[src/rtl/r2c_ctrl_regs.svh]
// Register offsets, field positions, reset values and scale constants for regulator two control
`ifndef R2C_CTRL_REGS_SVH
`define R2C_CTRL_REGS_SVH

`define R2C_ADDR_PEAK        8'h2a
`define R2C_ADDR_VSET        8'h2b
`define R2C_ADDR_MASK        8'h2c
`define R2C_ADDR_PAIR        8'h2d

`define R2C_RST_PEAK         8'h00
`define R2C_RST_VSET         6'h00
`define R2C_RST_MASK         8'h00
`define R2C_RST_PAIR         5'h00

`define R2C_PEAK_BYPASS_BIT  7
`define R2C_PEAK_CODE_MSB    3
`define R2C_VSET_MSB         5
`define R2C_PAIR_MSB         4

`define R2C_PEAK_STEP_MA     9'h019
`define R2C_VOUT_BASE_MV     13'h0226

`define R2C_SEQ_BY_SOURCE    3'h7
`define R2C_SRC_OFF          2'h0
`define R2C_SRC_ON           2'h1
`define R2C_SRC_PIN          2'h2
`define R2C_SRC_RSVD         2'h3

`define R2C_PAIR_OFF         5'h00
`define R2C_PAIR_LAST        5'h1c

`endif

[src/rtl/r2c_pkg.sv]
// Types shared by the regulator two control block
package r2c_pkg;
  `include "r2c_ctrl_regs.svh"

  typedef logic [7:0]       r2c_byte_type;
  typedef logic [5:0]       r2c_code6_type;
  typedef logic [3:0]       r2c_code4_type;
  typedef logic [8:0]       r2c_ma_type;
  typedef logic [12:0]      r2c_mv_type;
  typedef logic [3:0][5:0]  r2c_alt_type;

  typedef enum logic [1:0] {
    R2C_SRC_OFF_E  = `R2C_SRC_OFF,
    R2C_SRC_ON_E   = `R2C_SRC_ON,
    R2C_SRC_PIN_E  = `R2C_SRC_PIN,
    R2C_SRC_RSVD_E = `R2C_SRC_RSVD
  } r2c_src_type;
endpackage

[src/rtl/r2c_pair_if.sv]
// Pin pair selection signals between the control top and the pair decoder
`timescale 1ns/100ps
interface r2c_pair_if;
  logic [4:0] selector;
  logic [7:0] pins;
  logic       active;
  logic [1:0] state;

  modport decoder (input selector, input pins, output active, output state);
  modport user    (output selector, output pins, input active, input state);
endinterface

[src/rtl/r2c_pair_decode.sv]
// Pin pair decoder for dynamic voltage scaling
`timescale 1ns/100ps
`include "r2c_ctrl_regs.svh"
module r2c_pair_decode (
  r2c_pair_if.decoder pair
);
  import r2c_pkg::*;

  // Returns {valid, low pin, high pin}; pairs counted lexicographically
  function automatic logic [6:0] pair_of(input logic [4:0] code);
    logic [4:0] idx;
    logic [6:0] res;
    idx = 5'h00;
    res = 7'h00;
    for (int lo = 0; lo < 7; lo++) begin
      for (int hi = lo + 1; hi < 8; hi++) begin
        idx = idx + 5'h01;
        if (idx == code) begin
          res = {1'b1, 3'(lo), 3'(hi)};
        end
      end
    end
    return res;
  endfunction

  wire [6:0] pair_w  = pair_of(pair.selector);
  wire [2:0] lo_pin  = pair_w[5:3];
  wire [2:0] hi_pin  = pair_w[2:0];

  // Code zero and reserved codes never match, so scaling stays off
  assign pair.active = pair_w[6] && (pair.selector != `R2C_PAIR_OFF);
  // Lower pin is the more significant select bit
  assign pair.state  = {pair.pins[lo_pin], pair.pins[hi_pin]};
endmodule

[src/rtl/r2c_ctrl.sv]
// Regulator two control registers: peak current, voltage setpoint, pin enable mask, pair select
`timescale 1ns/100ps
`include "r2c_ctrl_regs.svh"
module r2c_ctrl (
  input  wire logic                   clock,
  input  wire logic                   reset,
  input  wire r2c_pkg::r2c_byte_type  reg_addr,
  input  wire logic                   reg_write,
  input  wire logic                   reg_read,
  input  wire r2c_pkg::r2c_byte_type  reg_wdata,
  output      r2c_pkg::r2c_byte_type  reg_rdata,
  output      logic                   reg_ack,
  input  wire r2c_pkg::r2c_byte_type  multipurpose_control_pin,
  input  wire logic [2:0]             startup_sequence_slot,
  input  wire r2c_pkg::r2c_src_type   enable_source_select,
  input  wire logic                   boot_delay_done,
  input  wire r2c_pkg::r2c_code4_type lookup_peak_code,
  input  wire r2c_pkg::r2c_code6_type voltage_step_size,
  input  wire r2c_pkg::r2c_alt_type   alternate_voltage_setting,
  output      r2c_pkg::r2c_code4_type effective_peak_code,
  output      r2c_pkg::r2c_ma_type    peak_current_ma,
  output      r2c_pkg::r2c_code6_type output_voltage_code,
  output      r2c_pkg::r2c_mv_type    output_voltage_mv,
  output      logic                   pin_mask_active,
  output      logic                   regulator_enable,
  output      logic                   dynamic_voltage_scaling,
  output      logic [1:0]             scaling_pair_state
);
  import r2c_pkg::*;

  function automatic logic addr_is(input r2c_byte_type addr, input r2c_byte_type offs);
    return addr == offs;
  endfunction

  // Registers
  r2c_byte_type  peak_current_control_ff;
  r2c_code6_type output_voltage_setpoint_ff;
  r2c_byte_type  pin_enable_mask_ff;
  logic [4:0]    scaling_pin_pair_select_ff;

  // Outputs
  r2c_byte_type  reg_rdata_ff;
  logic          reg_ack_ff;
  r2c_code4_type effective_peak_code_ff;
  r2c_ma_type    peak_current_ma_ff;
  r2c_code6_type output_voltage_code_ff;
  r2c_mv_type    output_voltage_mv_ff;
  logic          pin_mask_active_ff;
  logic          regulator_enable_ff;
  logic          dvs_ff;
  logic [1:0]    scaling_pair_state_ff;

  // Pin synchronisers; the first stage feeds only the second
  r2c_byte_type  pin_meta_ff;
  r2c_byte_type  pin_sync_ff;

  r2c_pair_if pair_bus ();

  r2c_pair_decode i_r2c_pair_decode (
    .pair (pair_bus.decoder)
  );

  assign pair_bus.selector = scaling_pin_pair_select_ff;
  assign pair_bus.pins     = pin_sync_ff;

  // Address decode
  wire hit_peak = addr_is(reg_addr, `R2C_ADDR_PEAK);
  wire hit_vset = addr_is(reg_addr, `R2C_ADDR_VSET);
  wire hit_mask = addr_is(reg_addr, `R2C_ADDR_MASK);
  wire hit_pair = addr_is(reg_addr, `R2C_ADDR_PAIR);

  // Reserved bits read as zero; unmapped offsets read zero
  r2c_byte_type rd_mux;
  assign rd_mux = hit_peak ? peak_current_control_ff :
                  hit_vset ? {2'h0, output_voltage_setpoint_ff} :
                  hit_mask ? pin_enable_mask_ff :
                  hit_pair ? {3'h0, scaling_pin_pair_select_ff} :
                             8'h00;

  wire [7:0] peak_wr = {reg_wdata[`R2C_PEAK_BYPASS_BIT], 3'h0,
                        reg_wdata[`R2C_PEAK_CODE_MSB:0]};

  // Peak current source selection
  wire           peak_bypass = peak_current_control_ff[`R2C_PEAK_BYPASS_BIT];
  wire [3:0]     peak_prog   = peak_current_control_ff[`R2C_PEAK_CODE_MSB:0];
  r2c_code4_type peak_sel;
  assign peak_sel = peak_bypass ? peak_prog : lookup_peak_code;
  r2c_ma_type    peak_ma;
  assign peak_ma  = 9'(peak_sel) * `R2C_PEAK_STEP_MA;

  // Output voltage: setpoint or alternate setting under scaling
  r2c_code6_type vcode_sel;
  assign vcode_sel = pair_bus.active ? alternate_voltage_setting[pair_bus.state]
                                     : output_voltage_setpoint_ff;
  r2c_mv_type    vout_mv;
  assign vout_mv = `R2C_VOUT_BASE_MV + 13'(vcode_sel) * 13'(voltage_step_size);

  // Enable path
  wire by_source  = (startup_sequence_slot == `R2C_SEQ_BY_SOURCE) && boot_delay_done;
  wire src_pins   = (enable_source_select == R2C_SRC_PIN_E);
  wire src_on     = (enable_source_select == R2C_SRC_ON_E);
  wire mask_apply = by_source && src_pins;
  // OR of masked pins; unmasked pins cannot turn the regulator on
  wire pins_or    = |(pin_enable_mask_ff & pin_sync_ff);
  // Reserved source code and slot values other than 111 keep this path off
  wire enable_nxt = by_source && (src_on || (src_pins && pins_or));

  always_ff @(posedge clock) begin
    if (reset) begin
      pin_meta_ff <= 8'h00;
      pin_sync_ff <= 8'h00;
    end else begin
      pin_meta_ff <= multipurpose_control_pin;
      pin_sync_ff <= pin_meta_ff;
    end
  end

  always_ff @(posedge clock) begin
    if (reset) begin
      peak_current_control_ff    <= `R2C_RST_PEAK;
      output_voltage_setpoint_ff <= `R2C_RST_VSET;
      pin_enable_mask_ff         <= `R2C_RST_MASK;
      scaling_pin_pair_select_ff <= `R2C_RST_PAIR;
    end else if (reg_write) begin
      if (hit_peak) begin
        peak_current_control_ff <= peak_wr;
      end else if (hit_vset) begin
        output_voltage_setpoint_ff <= reg_wdata[`R2C_VSET_MSB:0];
      end else if (hit_mask) begin
        pin_enable_mask_ff <= reg_wdata;
      end else if (hit_pair) begin
        scaling_pin_pair_select_ff <= reg_wdata[`R2C_PAIR_MSB:0];
      end
    end
  end

  always_ff @(posedge clock) begin
    if (reset) begin
      reg_rdata_ff <= 8'h00;
      reg_ack_ff   <= 1'b0;
    end else begin
      reg_rdata_ff <= reg_read ? rd_mux : 8'h00;
      reg_ack_ff   <= reg_read || reg_write;
    end
  end

  always_ff @(posedge clock) begin
    if (reset) begin
      effective_peak_code_ff <= 4'h0;
      peak_current_ma_ff     <= 9'h000;
      output_voltage_code_ff <= 6'h00;
      output_voltage_mv_ff   <= `R2C_VOUT_BASE_MV;
    end else begin
      effective_peak_code_ff <= peak_sel;
      peak_current_ma_ff     <= peak_ma;
      output_voltage_code_ff <= vcode_sel;
      output_voltage_mv_ff   <= vout_mv;
    end
  end

  always_ff @(posedge clock) begin
    if (reset) begin
      pin_mask_active_ff    <= 1'b0;
      regulator_enable_ff   <= 1'b0;
      dvs_ff                <= 1'b0;
      scaling_pair_state_ff <= 2'h0;
    end else begin
      pin_mask_active_ff    <= mask_apply;
      regulator_enable_ff   <= enable_nxt;
      dvs_ff                <= pair_bus.active;
      scaling_pair_state_ff <= pair_bus.active ? pair_bus.state : 2'h0;
    end
  end

  assign reg_rdata               = reg_rdata_ff;
  assign reg_ack                 = reg_ack_ff;
  assign effective_peak_code     = effective_peak_code_ff;
  assign peak_current_ma         = peak_current_ma_ff;
  assign output_voltage_code     = output_voltage_code_ff;
  assign output_voltage_mv       = output_voltage_mv_ff;
  assign pin_mask_active         = pin_mask_active_ff;
  assign regulator_enable        = regulator_enable_ff;
  assign dynamic_voltage_scaling = dvs_ff;
  assign scaling_pair_state      = scaling_pair_state_ff;

  // Helpers so that each $past sees a plain signal
  wire       on_by_source = by_source && src_on;
  wire [1:0] pins_01      = {pin_sync_ff[0], pin_sync_ff[1]};
  wire [1:0] pins_12      = {pin_sync_ff[1], pin_sync_ff[2]};
  wire [5:0] alt_now      = alternate_voltage_setting[pair_bus.state];
  wire [5:0] wdata_vset   = reg_wdata[`R2C_VSET_MSB:0];
endmodule

[config.mk]
export PLATFORM = sky130hd
export DESIGN_NAME = r2c_ctrl
export DESIGN_NICKNAME = d
export VERILOG_FILES = /design/src/rtl/r2c_pkg.sv /design/src/rtl/r2c_pair_if.sv /design/src/rtl/r2c_pair_decode.sv /design/src/rtl/r2c_ctrl.sv
export VERILOG_INCLUDE_DIRS = /design/src /design/src/rtl
export SDC_FILE = /design/constraint.sdc
export NUM_CORES = 1
export LEC_CHECK = 0
export BUFFER_PORTS_ARGS = -buffer_cell sky130_fd_sc_hd__buf_2
export CORE_ASPECT_RATIO = 1.4
export CORE_MARGIN = 5
export CORE_UTILIZATION = 56
export DETAILED_ROUTE_END_ITERATION = 10
export MAX_ROUTING_LAYER = met4
export PLACE_DENSITY = 0.91
export RECOVER_POWER = 50
export SYNTH_ARGS = -nofsm -noshare
export SYNTH_HDL_FRONTEND = slang
export SYNTH_SLANG_ARGS = --single-unit
[constraint.sdc]
create_clock -name clock -period 8.1 [get_ports clock]
set_input_delay 2.43 -clock clock [delete_from_list [all_inputs] [get_ports clock]]
set_output_delay 2.43 -clock clock [all_outputs]
set_load 0.1 [all_outputs]
==> results.md, run 1 <==
* Outcome: finished with violations
* Failing checks: capacitance limit, slew limit
* Die extent in x at 95.64 um
* #FFs+latches synth at 83
* CTS tree: yes
* Reg clk slew, reported paths at 70 ps
* Final Setup Violations at 0
* Vias in the first global route at 5286
* Die area at 12420 um^2
* Cell Area, Synth at 5749 um^2
* Area delta synth->final at 12.77%
* Routability-driven placement congestion ratio at 1.004
* Critical path type: flip-flop to flip-flop
* H-Tree Depth at 3
* Post-layout min period at 6949 ps
* DRC Markers at 0
* Crit start category: flip-flop
* VDD IR max at 0.1602 mV
* Grt ovf at 0
* Via-per-instance ratio at 6.287
* Initial antenna violation count at 0
* Syn_nets at 784
* Die height at 129.9 um
* Post-CTS Resized at 0
* Setup TNS at 0 ps
* Most frequent cell on the critical path: fa_1
* Relative slew margins at -102.8%
* Async S/R FF share, synth at 0%
* Synthesized area per cell at 8.778 um^2
* Total Nets Final at 858
* Detailed placer's ending HPWL at 12460 um
* Critical path's slowest cell: dfxtp_1
* First-pass DRT Iterations at 6
* Clock Sinks at 83
* Clock Path Buffers at 2
* Top cell type's share of synthesized area at 28.90%
* Yosys top cell by area: dfxtp_1
* Fin cells at 869
* Delay-heaviest family, CP: adder cells
* Post-layout util at 64.79%
* Pleak at 2.805 nW
* DRT Wirelength at 16320 um
* Largest net degree at the start of global routing at 75
* Root buffer cell: clkbuf_16
* Worst Tran Pin Value at 3042 ps
* Diode count at 0
* Arrival time at the worst endpoint at 7070 ps
* Crit-path max FO at 26
* Clk_lat worst skew at 350 ps
* Critical path buffer and inverter count at 3
* # hold bufs at CTS at 0
* 1st-iter DRT viols at 295
* # IOs at 114
* Post-placement cell count at 853
* Starting density of the core at 57.45%
* Max Clk Rate at 143.9 MHz
* CP Capture Type: flip-flop
* Most frequent cells in the layout: dfxtp_1, buf_2, nand3_1, ha_1, nand2_1
* Register area share after synthesis at 28.90%
* Flop2flop setup slack at 1150 ps
* Synth warnings at 0
* Syn Inst Count at 655
* Post-synth cell types at 76
* Antenna viol nets, final at 0
* EDFF count, synth at 0
* Core Rows at 43
* Fillcell total at 890
* Top FF cell, synth: dfxtp_1
* Num CTS Buffers at 9
* HP Class: flip-flop to flip-flop
* Core area at 10010 um^2
* CP max stage delay at 940 ps
* Max Cap Viol at 1
* Clk_skew at 9.839 ps
* Final Hold Viols at 0
* Via count at 5463
* Worst path cell trace: nand2_2 -> a221oi_1 -> a31o_2 -> nor3_1 -> o22ai_1 -> and4_4 -> o31ai_1 -> fa_1 -> inv_1 -> fa_1 -> inv_1 -> fa_1 -> fa_1 -> ha_1 -> inv_1 -> o21ai_0 -> a2111oi_0 -> o41ai_1 -> xnor2_1 -> nor2_1
* RSZ-0062 raised after global routing: false
* PD cells at 152.2 nW/um^2
* Worst path required time at 8220 ps
* First-pass GRT wire length at 25880 um
* WL per Instance at 18.78 um
* Max Slew Vio Count at 75
* Input/output buffers at 113
* Total track usage at 27.60%
* Area contributors post-synth: dfxtp_1, ha_1, fa_1, nand3_1, nor2b_1
* Share of layout cells above drive strength 1 at 18.53%
* Tcrit/Tclk final at 85.79%
* Post-CTS setup buffer count at 0
==> path summary, 6_finish.rpt <==
kind / start / to / depth (start not counted)
worst max-delay path: pair_bus.selector[3] / output_voltage_mv[11] / 20
worst min-delay path: pin_meta_ff[0] / pair_bus.pins[0] / 1
worst max register to register: pair_bus.selector[3] / output_voltage_mv[11] / 20
worst min register to register: pin_meta_ff[0] / pair_bus.pins[0] / 1
==> layout make-up <==
| cell class | instances | area [um^2] | share of cell area (%) |
|---|---|---|---|
| Clock buffer | 9 | 225.2 | 3.474 |
| Clock inverter | 7 | 85.08 | 1.312 |
| Inverter | 31 | 116.4 | 1.795 |
| Multi-Input combinational cell | 486 | 3665 | 56.52 |
| Sequential cell | 83 | 1662 | 25.63 |
| Tap cell | 135 | 168.9 | 2.605 |
| Timing Repair Buffer | 118 | 561.8 | 8.665 |
==> through the flow <==
| stage | instance area, um^2 | hold slack (ps) | power, mW | setup slack (ps) |
|---|---|---|---|---|
| global placement | 6215 | 416.1 | 0.5614 | 1248 |
| CTS | 6525 | 437.5 | 0.9889 | 1242 |
| detailed placement | 6215 | 429.1 | 0.5645 | 1111 |
| global route | 6484 | 451.6 | 1.023 | 633.1 |
| finish | 6484 | 432.8 | 0.9867 | 1151 |
| floorplan | 5749 | 413.8 | 0.5255 | 1611 |
==> cell usage after synthesis (6+ instances only) <==
library cell	n
a211oi_1	6
or2_2	7
nand3_1	50
and3_1	16
a22oi_1	10
nand4_1	9
ha_1	43
o21ai_0	18
clkbuf_1	27
a21oi_1	33
inv_1	30
a31oi_1	16
mux2i_1	14
fa_1	18
buf_6	10
nor2_1	31
nor3_1	12
nand3b_1	8
nand2_1	35
nand2b_1	7
dfxtp_1	83
o31ai_1	23
buf_4	6
nor2b_1	32
o211ai_1	8
xnor2_1	8
==> per-layer routing <==
layer,up-vias,track usage (%),part of all wire [%]
met5,-,-,0
met4,0,18.26,6.5
met3,72,4.729,5.7
met2,248,47.71,53
met1,2602,28.22,35
li1,2541,-,-
==> cell families after synthesis <==
family	after synthesis	share of synthesized area, %
buf+inv	86	7.486
compound gates	166	21.33
fa+ha+maj	63	16.00
mux	17	3.025
flops	83	28.90
simple gates	230	21.74
xor+xnor	10	1.523
==> sequential cells by signal, summed over array words and instances, names as in the netlist, 6 cells and up <==
name	flops
pin_meta_ff	8
output_voltage_setpoint_ff	6
pair_bus.pins	8
peak_current_ma	6
pin_enable_mask_ff	8
reg_rdata	8
output_voltage_mv	13
output_voltage_code	6
==> where the power goes <==
group / internal, mW / switching (mW) / leakage, nW
clock: 0.245 / 0.186 / 0.146
sequential: 0.417 / 0.00513 / 0.675
combinational: 0.0365 / 0.0969 / 1.98
total: 0.699 / 0.288 / 2.80
Power figures use the tool's default switching activity.
==> run 2: changes to the inputs <==
--- a/config.mk
+++ b/config.mk
@@ -12,7 +12,7 @@
 export CORE_UTILIZATION = 56
 export DETAILED_ROUTE_END_ITERATION = 10
 export MAX_ROUTING_LAYER = met4
-export PLACE_DENSITY = 0.91
+export PLACE_DENSITY = 0.85
 export RECOVER_POWER = 50
 export SYNTH_ARGS = -nofsm -noshare
 export SYNTH_HDL_FRONTEND = slang
==> run 2 against run 1 <==
  * Largest power group unchanged
  * Sequential share of layout area is essentially flat
  * Power increased by 2.7%
  * Final cell count down 0.12%
  * Critical path depth unchanged
  * Global-route usage grew 0.053 points
  * Flip-flop and latch count unchanged
  * The flow still finishes with violations (capacitance limit, slew limit)
  * Wire length is 2.1% lower
  * Worst setup slack got worse by 32 ps
==> results.md, run 2 (synthesis gave the netlist of run 1 again) <==
* Outcome: finished with violations (unchanged)
* Failing checks: capacitance limit, slew limit (unchanged)
* Final Hold Viols at 0 (unchanged)
* Core area at 10010 um^2 (unchanged)
* CP max stage delay at 790 ps (was 940 ps)
* Relative slew margins at -39.29% (was -102.8%)
* Most frequent cells in the layout: dfxtp_1, buf_2, nand3_1, ha_1, clkbuf_1 (was dfxtp_1, buf_2, nand3_1, ha_1, nand2_1)
* HP Class: flip-flop to flip-flop (unchanged)
* Detailed placer's ending HPWL at 12360 um (was 12460 um)
* Grt ovf at 0 (unchanged)
* Setup TNS at 0 ps (unchanged)
* Most common cell after layout, fill and taps aside: dfxtp_1
* Fin cells at 868 (was 869)
* Clock Path Buffers at 2 (unchanged)
* Antenna viol nets, final at 0 (unchanged)
* Max Clk Rate at 143.2 MHz (was 143.9 MHz)
* Pleak at 2.779 nW (was 2.805 nW)
* Clk_skew at 11.21 ps (was 9.839 ps)
* Worst Tran Pin Value at 2089 ps (was 3042 ps)
* Worst path cell trace: inv_1 -> maj3_2 -> a21boi_2 -> o2111ai_1 -> a32oi_2 -> o211a_1 -> o31ai_1 -> fa_1 -> inv_1 -> fa_1 -> inv_1 -> fa_1 -> fa_1 -> ha_1 -> inv_1 -> o21ai_0 -> a2111oi_0 -> or3_1 -> xnor2_1 -> or2_2 (was nand2_2 -> a221oi_1 -> a31o_2 -> nor3_1 -> o22ai_1 -> and4_4 -> o31ai_1 -> fa_1 -> inv_1 -> fa_1 -> inv_1 -> fa_1 -> fa_1 -> ha_1 -> inv_1 -> o21ai_0 -> a2111oi_0 -> o41ai_1 -> xnor2_1 -> nor2_1)
* Root buffer cell: clkbuf_16 (unchanged)
* Num CTS Buffers at 9 (unchanged)
* Die height at 129.9 um (unchanged)
* Starting density of the core at 57.45% (unchanged)
* First-pass DRT Iterations at 5 (was 6)
* DRT Wirelength at 15980 um (was 16320 um)
* Vias in the first global route at 5443 (was 5286)
* Total track usage at 27.65% (was 27.60%)
* Worst path required time at 8330 ps (was 8220 ps)
* 1st-iter DRT viols at 239 (was 295)
* Total Nets Final at 857 (was 858)
* Max Cap Viol at 1 (unchanged)
* Tot Pwr at 1.013 mW (was 0.9867 mW)
* Diode count at 0 (unchanged)
* Die area at 12420 um^2 (unchanged)
* Critical path's slowest cell: dfxtp_1 (unchanged)
* DRC Markers at 0 (unchanged)
* Core Rows at 43 (unchanged)
* Initial antenna violation count at 0 (unchanged)
* Largest net degree at the start of global routing at 50 (was 75)
* CTS tree: yes (unchanged)
* Crit start category: flip-flop (unchanged)
* Share of layout cells above drive strength 1 at 17.05% (was 18.53%)
* Final Setup Violations at 0 (unchanged)
* VDD IR max at 0.1414 mV (was 0.1602 mV)
* Post-placement cell count at 852 (was 853)
* Post-CTS setup buffer count at 0 (unchanged)
* Post-layout min period at 6982 ps (was 6949 ps)
* Arrival time at the worst endpoint at 7210 ps (was 7070 ps)
* # IOs at 114 (unchanged)
* Routability-driven placement congestion ratio at 1.000 (was 1.004)
* PD cells at 156.2 nW/um^2 (was 152.2 nW/um^2)
* Max reg flops at 13 (unchanged)
* Die extent in x at 95.64 um (unchanged)
* Critical path type: flip-flop to flip-flop (unchanged)
* Via count at 5374 (was 5463)
* First-pass GRT wire length at 26180 um (was 25880 um)
* RSZ-0062 raised after global routing: false (unchanged)
* Clk_lat worst skew at 350 ps (about the same)
* WL per Instance at 18.41 um (was 18.78 um)
* Via-per-instance ratio at 6.191 (was 6.287)
* Hold WS at 430.3 ps (was 432.8 ps)
* # hold bufs at CTS at 0 (unchanged)
* Crit-path max FO at 21 (was 26)
* Reg clk slew, reported paths at 70 ps (about the same)
* H-Tree Depth at 3 (unchanged)
* Area delta synth->final at 12.75% (was 12.77%)
* CP Capture Type: flip-flop (unchanged)
* Clock Sinks at 83 (unchanged)
* Max Slew Vio Count at 50 (was 75)
* Input/output buffers at 113 (unchanged)
* Post-CTS Resized at 0 (unchanged)
* Tcrit/Tclk final at 86.19% (was 85.79%)
-- run 2: final timing paths --
kind | from | to | slack (ps) | cells past startpoint
min reg2reg | pin_meta_ff[5] | pair_bus.pins[5] | 430 | 1
min | pin_meta_ff[5] | pair_bus.pins[5] | 430 | 1
max reg2reg | pair_bus.selector[4] | output_voltage_mv[9] | 1120 | 20
max | pair_bus.selector[4] | output_voltage_mv[9] | 1120 | 20
-- run 2: report_power, final --
group	internal (mW)	total (mW)	switching (mW)	leakage, nW
Combinational	0.0360	0.132	0.0958	1.94
Clock	0.275	0.458	0.183	0.163
Sequential	0.417	0.423	0.00554	0.675
Total	0.729	1.01	0.284	2.78
-- run 2: cell type report --
| class | instances | area (um^2) |
|---|---|---|
| Sequential cell | 83 | 1662 |
| Multi-Input combinational cell | 486 | 3665 |
| Inverter | 31 | 116.4 |
| Clock buffer | 9 | 225.2 |
| Tap cell | 135 | 168.9 |
| Timing Repair Buffer | 117 | 543.0 |
| Fill cell | 893 | 3525 |
| Clock inverter | 7 | 102.6 |
-- run 2: per-stage QoR --
| stage | worst slack, ps | util [%] | area, um^2 |
|---|---|---|---|
| 3_5_place_dp | 1094 | 62.03 | 6207 |
| 2_1_floorplan | 1611 | - | 5749 |
| 4_1_cts | 1180 | 65.30 | 6535 |
| 5_1_grt | 575.8 | 64.78 | 6482 |
| 6_report | 1118 | 64.78 | 6482 |
| 3_3_place_gp | 1242 | 62.03 | 6207 |
-- run 2: worst max-delay path, delay by kind of cell (launching register included) --
family,cells,cell delay [ps]
fa+ha+maj,6,2760
simple gates,2,480
compound gates,7,2150
buf+inv,4,610
flops,1,790
xor+xnor,1,60
-- run 2: metal layers --
metal	GRT usage [%]	routed length (um)
met5	-	0
met4	13.32	726
met3	4.960	862
met2	49.47	8629
met1	28.81	5758
==> run 3: changes to the inputs <==
--- a/config.mk
+++ b/config.mk
@@ -9,10 +9,10 @@
 export BUFFER_PORTS_ARGS = -buffer_cell sky130_fd_sc_hd__buf_2
 export CORE_ASPECT_RATIO = 1.4
 export CORE_MARGIN = 5
-export CORE_UTILIZATION = 56
+export CORE_UTILIZATION = 61
 export DETAILED_ROUTE_END_ITERATION = 10
 export MAX_ROUTING_LAYER = met4
-export PLACE_DENSITY = 0.85
+export PLACE_DENSITY = 0.91
 export RECOVER_POWER = 50
 export SYNTH_ARGS = -nofsm -noshare
 export SYNTH_HDL_FRONTEND = slang
==> constraint.sdc (replaced) <==
create_clock -name clock -period 8.41 [get_ports clock]
set_input_delay 2.523 -clock clock [delete_from_list [all_inputs] [get_ports clock]]
set_output_delay 2.523 -clock clock [all_outputs]
set_load 0.1 [all_outputs]
==> run 3 against run 2 <==
  * The flow still finishes with violations (capacitance limit, slew limit)
  * Power down 7.0%
  * First-iteration DRC count grew 40%
  * Clock skew hardly changed
  * Worst hold slack gained 3.7 ps
  * Wire length grew 5.0%
  * Count of clock-buffer cells in the layout up 1
==> results.md, run 3 (synthesis gave the netlist of run 1 again) <==
* Post-CTS setup buffer count at 0 (unchanged)
* Clock Sinks at 83 (unchanged)
* Die area at 11490 um^2 (was 12420 um^2)
* Critical path type: flip-flop to flip-flop (unchanged)
* FF-to-FF Start: pair_bus.selector[3] (was pair_bus.selector[4])
* Clock Path Buffers at 2 (unchanged)
* Core Rows at 42 (was 43)
* Total Nets Final at 857 (unchanged)
* RSZ-0062 raised after global routing: false (unchanged)
* Placement Setup Slack at 1311 ps (was 1094 ps)
* Starting density of the core at 61.46% (was 57.45%)
* Cells on worst reg2reg path at 20 (unchanged)
* Fillcell total at 786 (was 893)
* CP startpoint: pair_bus.selector[3] (was pair_bus.selector[4])
* Final worst slack at 1365 ps (was 1118 ps)
* Max Slew Vio Count at 48 (was 50)
* Clk_skew at 11.10 ps (was 11.21 ps)
* Outcome: finished with violations (unchanged)
* Reg clk slew, reported paths at 60 ps (was 70 ps)
* Post-placement cell count at 827 (was 852)
* Most common cell after layout, fill and taps aside: dfxtp_1 (unchanged)
* Max Cap Viol at 1 (unchanged)
* Tcrit/Tclk final at 83.77% (was 86.19%)
* Antenna viol nets, final at 0 (unchanged)
* Largest net degree at the start of global routing at 48 (was 50)
* HP Class: flip-flop to flip-flop (unchanged)
* Setup TNS at 0 ps (unchanged)
* Diode count at 0 (unchanged)
* Via count at 5542 (was 5374)
* DRT Wirelength at 16780 um (was 15980 um)
* # IOs at 114 (unchanged)
* Crit-path max FO at 26 (was 21)
* Tot Pwr at 0.9423 mW (was 1.013 mW)
* Die extent in x at 92.05 um (was 95.64 um)
* Crit start category: flip-flop (unchanged)
* Root buffer cell: clkbuf_16 (unchanged)
* Die height at 124.9 um (was 129.9 um)
* CP Capture Type: flip-flop (unchanged)
* Routability-driven placement congestion ratio at 0.9520 (was 1.000)
* Final Setup Violations at 0 (unchanged)
* Detailed placer's ending HPWL at 12840 um (was 12360 um)
* Core area at 9354 um^2 (was 10010 um^2)
* First-pass GRT wire length at 26730 um (was 26180 um)
* WL per Instance at 19.90 um (was 18.41 um)
* Grt ovf at 0 (unchanged)
* Fin cells at 843 (was 868)
* Input/output buffers at 113 (unchanged)
* 1st-iter DRT viols at 335 (was 239)
* Max Clk Rate at 141.9 MHz (was 143.2 MHz)
* H-Tree Depth at 3 (unchanged)
* Area delta synth->final at 11.86% (was 12.75%)
* Via-per-instance ratio at 6.574 (was 6.191)
* Capture point of the worst path: output_voltage_mv[12] (was output_voltage_mv[9])
* Initial antenna violation count at 0 (unchanged)
* Max reg flops at 13 (unchanged)
* First-pass DRT Iterations at 8 (was 5)
* Num CTS Buffers at 9 (unchanged)
* R2r endpoint: output_voltage_mv[12] (was output_voltage_mv[9])
* Most frequent cells in the layout: dfxtp_1, buf_2, nand3_1, ha_1, clkbuf_1 (unchanged)
* DRC Markers at 0 (unchanged)
* VDD IR max at 0.1639 mV (was 0.1414 mV)
* M3 GR Usage at 4.109% (was 4.960%)
* PD cells at 146.5 nW/um^2 (was 156.2 nW/um^2)
* Arrival time at the worst endpoint at 7160 ps (was 7210 ps)
* Final Hold Viols at 0 (unchanged)
* Pleak at 2.768 nW (was 2.779 nW)
* CTS tree: yes (unchanged)
* Vias in the first global route at 5504 (was 5443)
* Post-layout min period at 7045 ps (was 6982 ps)
* M1 GR Usage at 30.00% (was 28.81%)
* Most used routing layer: met2 (unchanged)
* Clk_lat worst skew at 340 ps (was 350 ps)
* Routing usage on met2 at 54.56% (was 49.47%)
* Worst path required time at 8520 ps (was 8330 ps)
* # hold bufs at CTS at 0 (unchanged)
* Failing checks: capacitance limit, slew limit (unchanged)
* Relative slew margins at -34.28% (was -39.29%)
* Share of layout cells above drive strength 1 at 17.19% (was 17.05%)
* Total track usage at 29.90% (was 27.65%)
* Flop2flop setup slack at 1360 ps (was 1120 ps)
* Post-CTS Resized at 0 (unchanged)
* Worst Tran Pin Value at 2014 ps (was 2089 ps)
run 3: how the worst min path moves through the flow:
stage,cells past startpoint,to,start
floorplan,1,pair_bus.pins[0],pin_meta_ff[0]
global placement,1,pair_bus.pins[1],pin_meta_ff[1]
detailed placement,1,pair_bus.pins[4],pin_meta_ff[4]
CTS,1,pair_bus.pins[4],pin_meta_ff[4]
global route,1,pair_bus.pins[4],pin_meta_ff[4]
finish,1,pair_bus.pins[4],pin_meta_ff[4]
run 3: report_power, final:
part / leakage [nW] / internal (mW) / switching [mW] / total [mW]
combinational: 1.94 / 0.0345 / 0.0936 / 0.128
clock: 0.150 / 0.241 / 0.166 / 0.407
sequential: 0.675 / 0.402 / 0.00519 / 0.407
run 3: per-stage QoR:
stage	cell area, um^2	utilization [%]	hold slack, ps
final	6431	68.75	434.0
after detailed placement	6176	66.02	424.8
after global placement	6176	66.02	417.9
after global routing	6431	68.75	458.9
after CTS	6484	69.32	438.6
after floorplan	5749	-	413.8
run 3: final cells by class:
cell class              instances  area (um^2)  share of cell area [%]
clock buffers                  10        239.0                   3.716
multi-input cells             486         3665                   56.98
clock inverters                 6        68.82                   1.070
repair buffers                117        543.0                   8.444
inverters                      31        116.4                   1.809
flip-flops and latches         83         1662                   25.84
well taps                     110        137.6                   2.140
run 3: per-layer routing:
layer / routed length (um) / part of all wire (%)
met4: 1021 / 6.1
met1: 5824 / 35
met3: 1013 / 6.0
met5: 0 / 0
met2: 8919 / 53
run 3: worst max-delay path, stage by stage (launching register included):
cell and delay [ps]:
dfxtp_1 960, nand2_2 270, a221oi_1 380, a31o_2 180
nor3_1 70, o22ai_1 680, and4_4 420, o31ai_1 100
fa_1 560, inv_1 50, fa_1 490, inv_1 60
fa_1 500, fa_1 520, ha_1 310, o21ai_0 120
a21boi_0 330, o21ai_0 230, a211oi_1 330, o21a_1 190
nor3_1 60
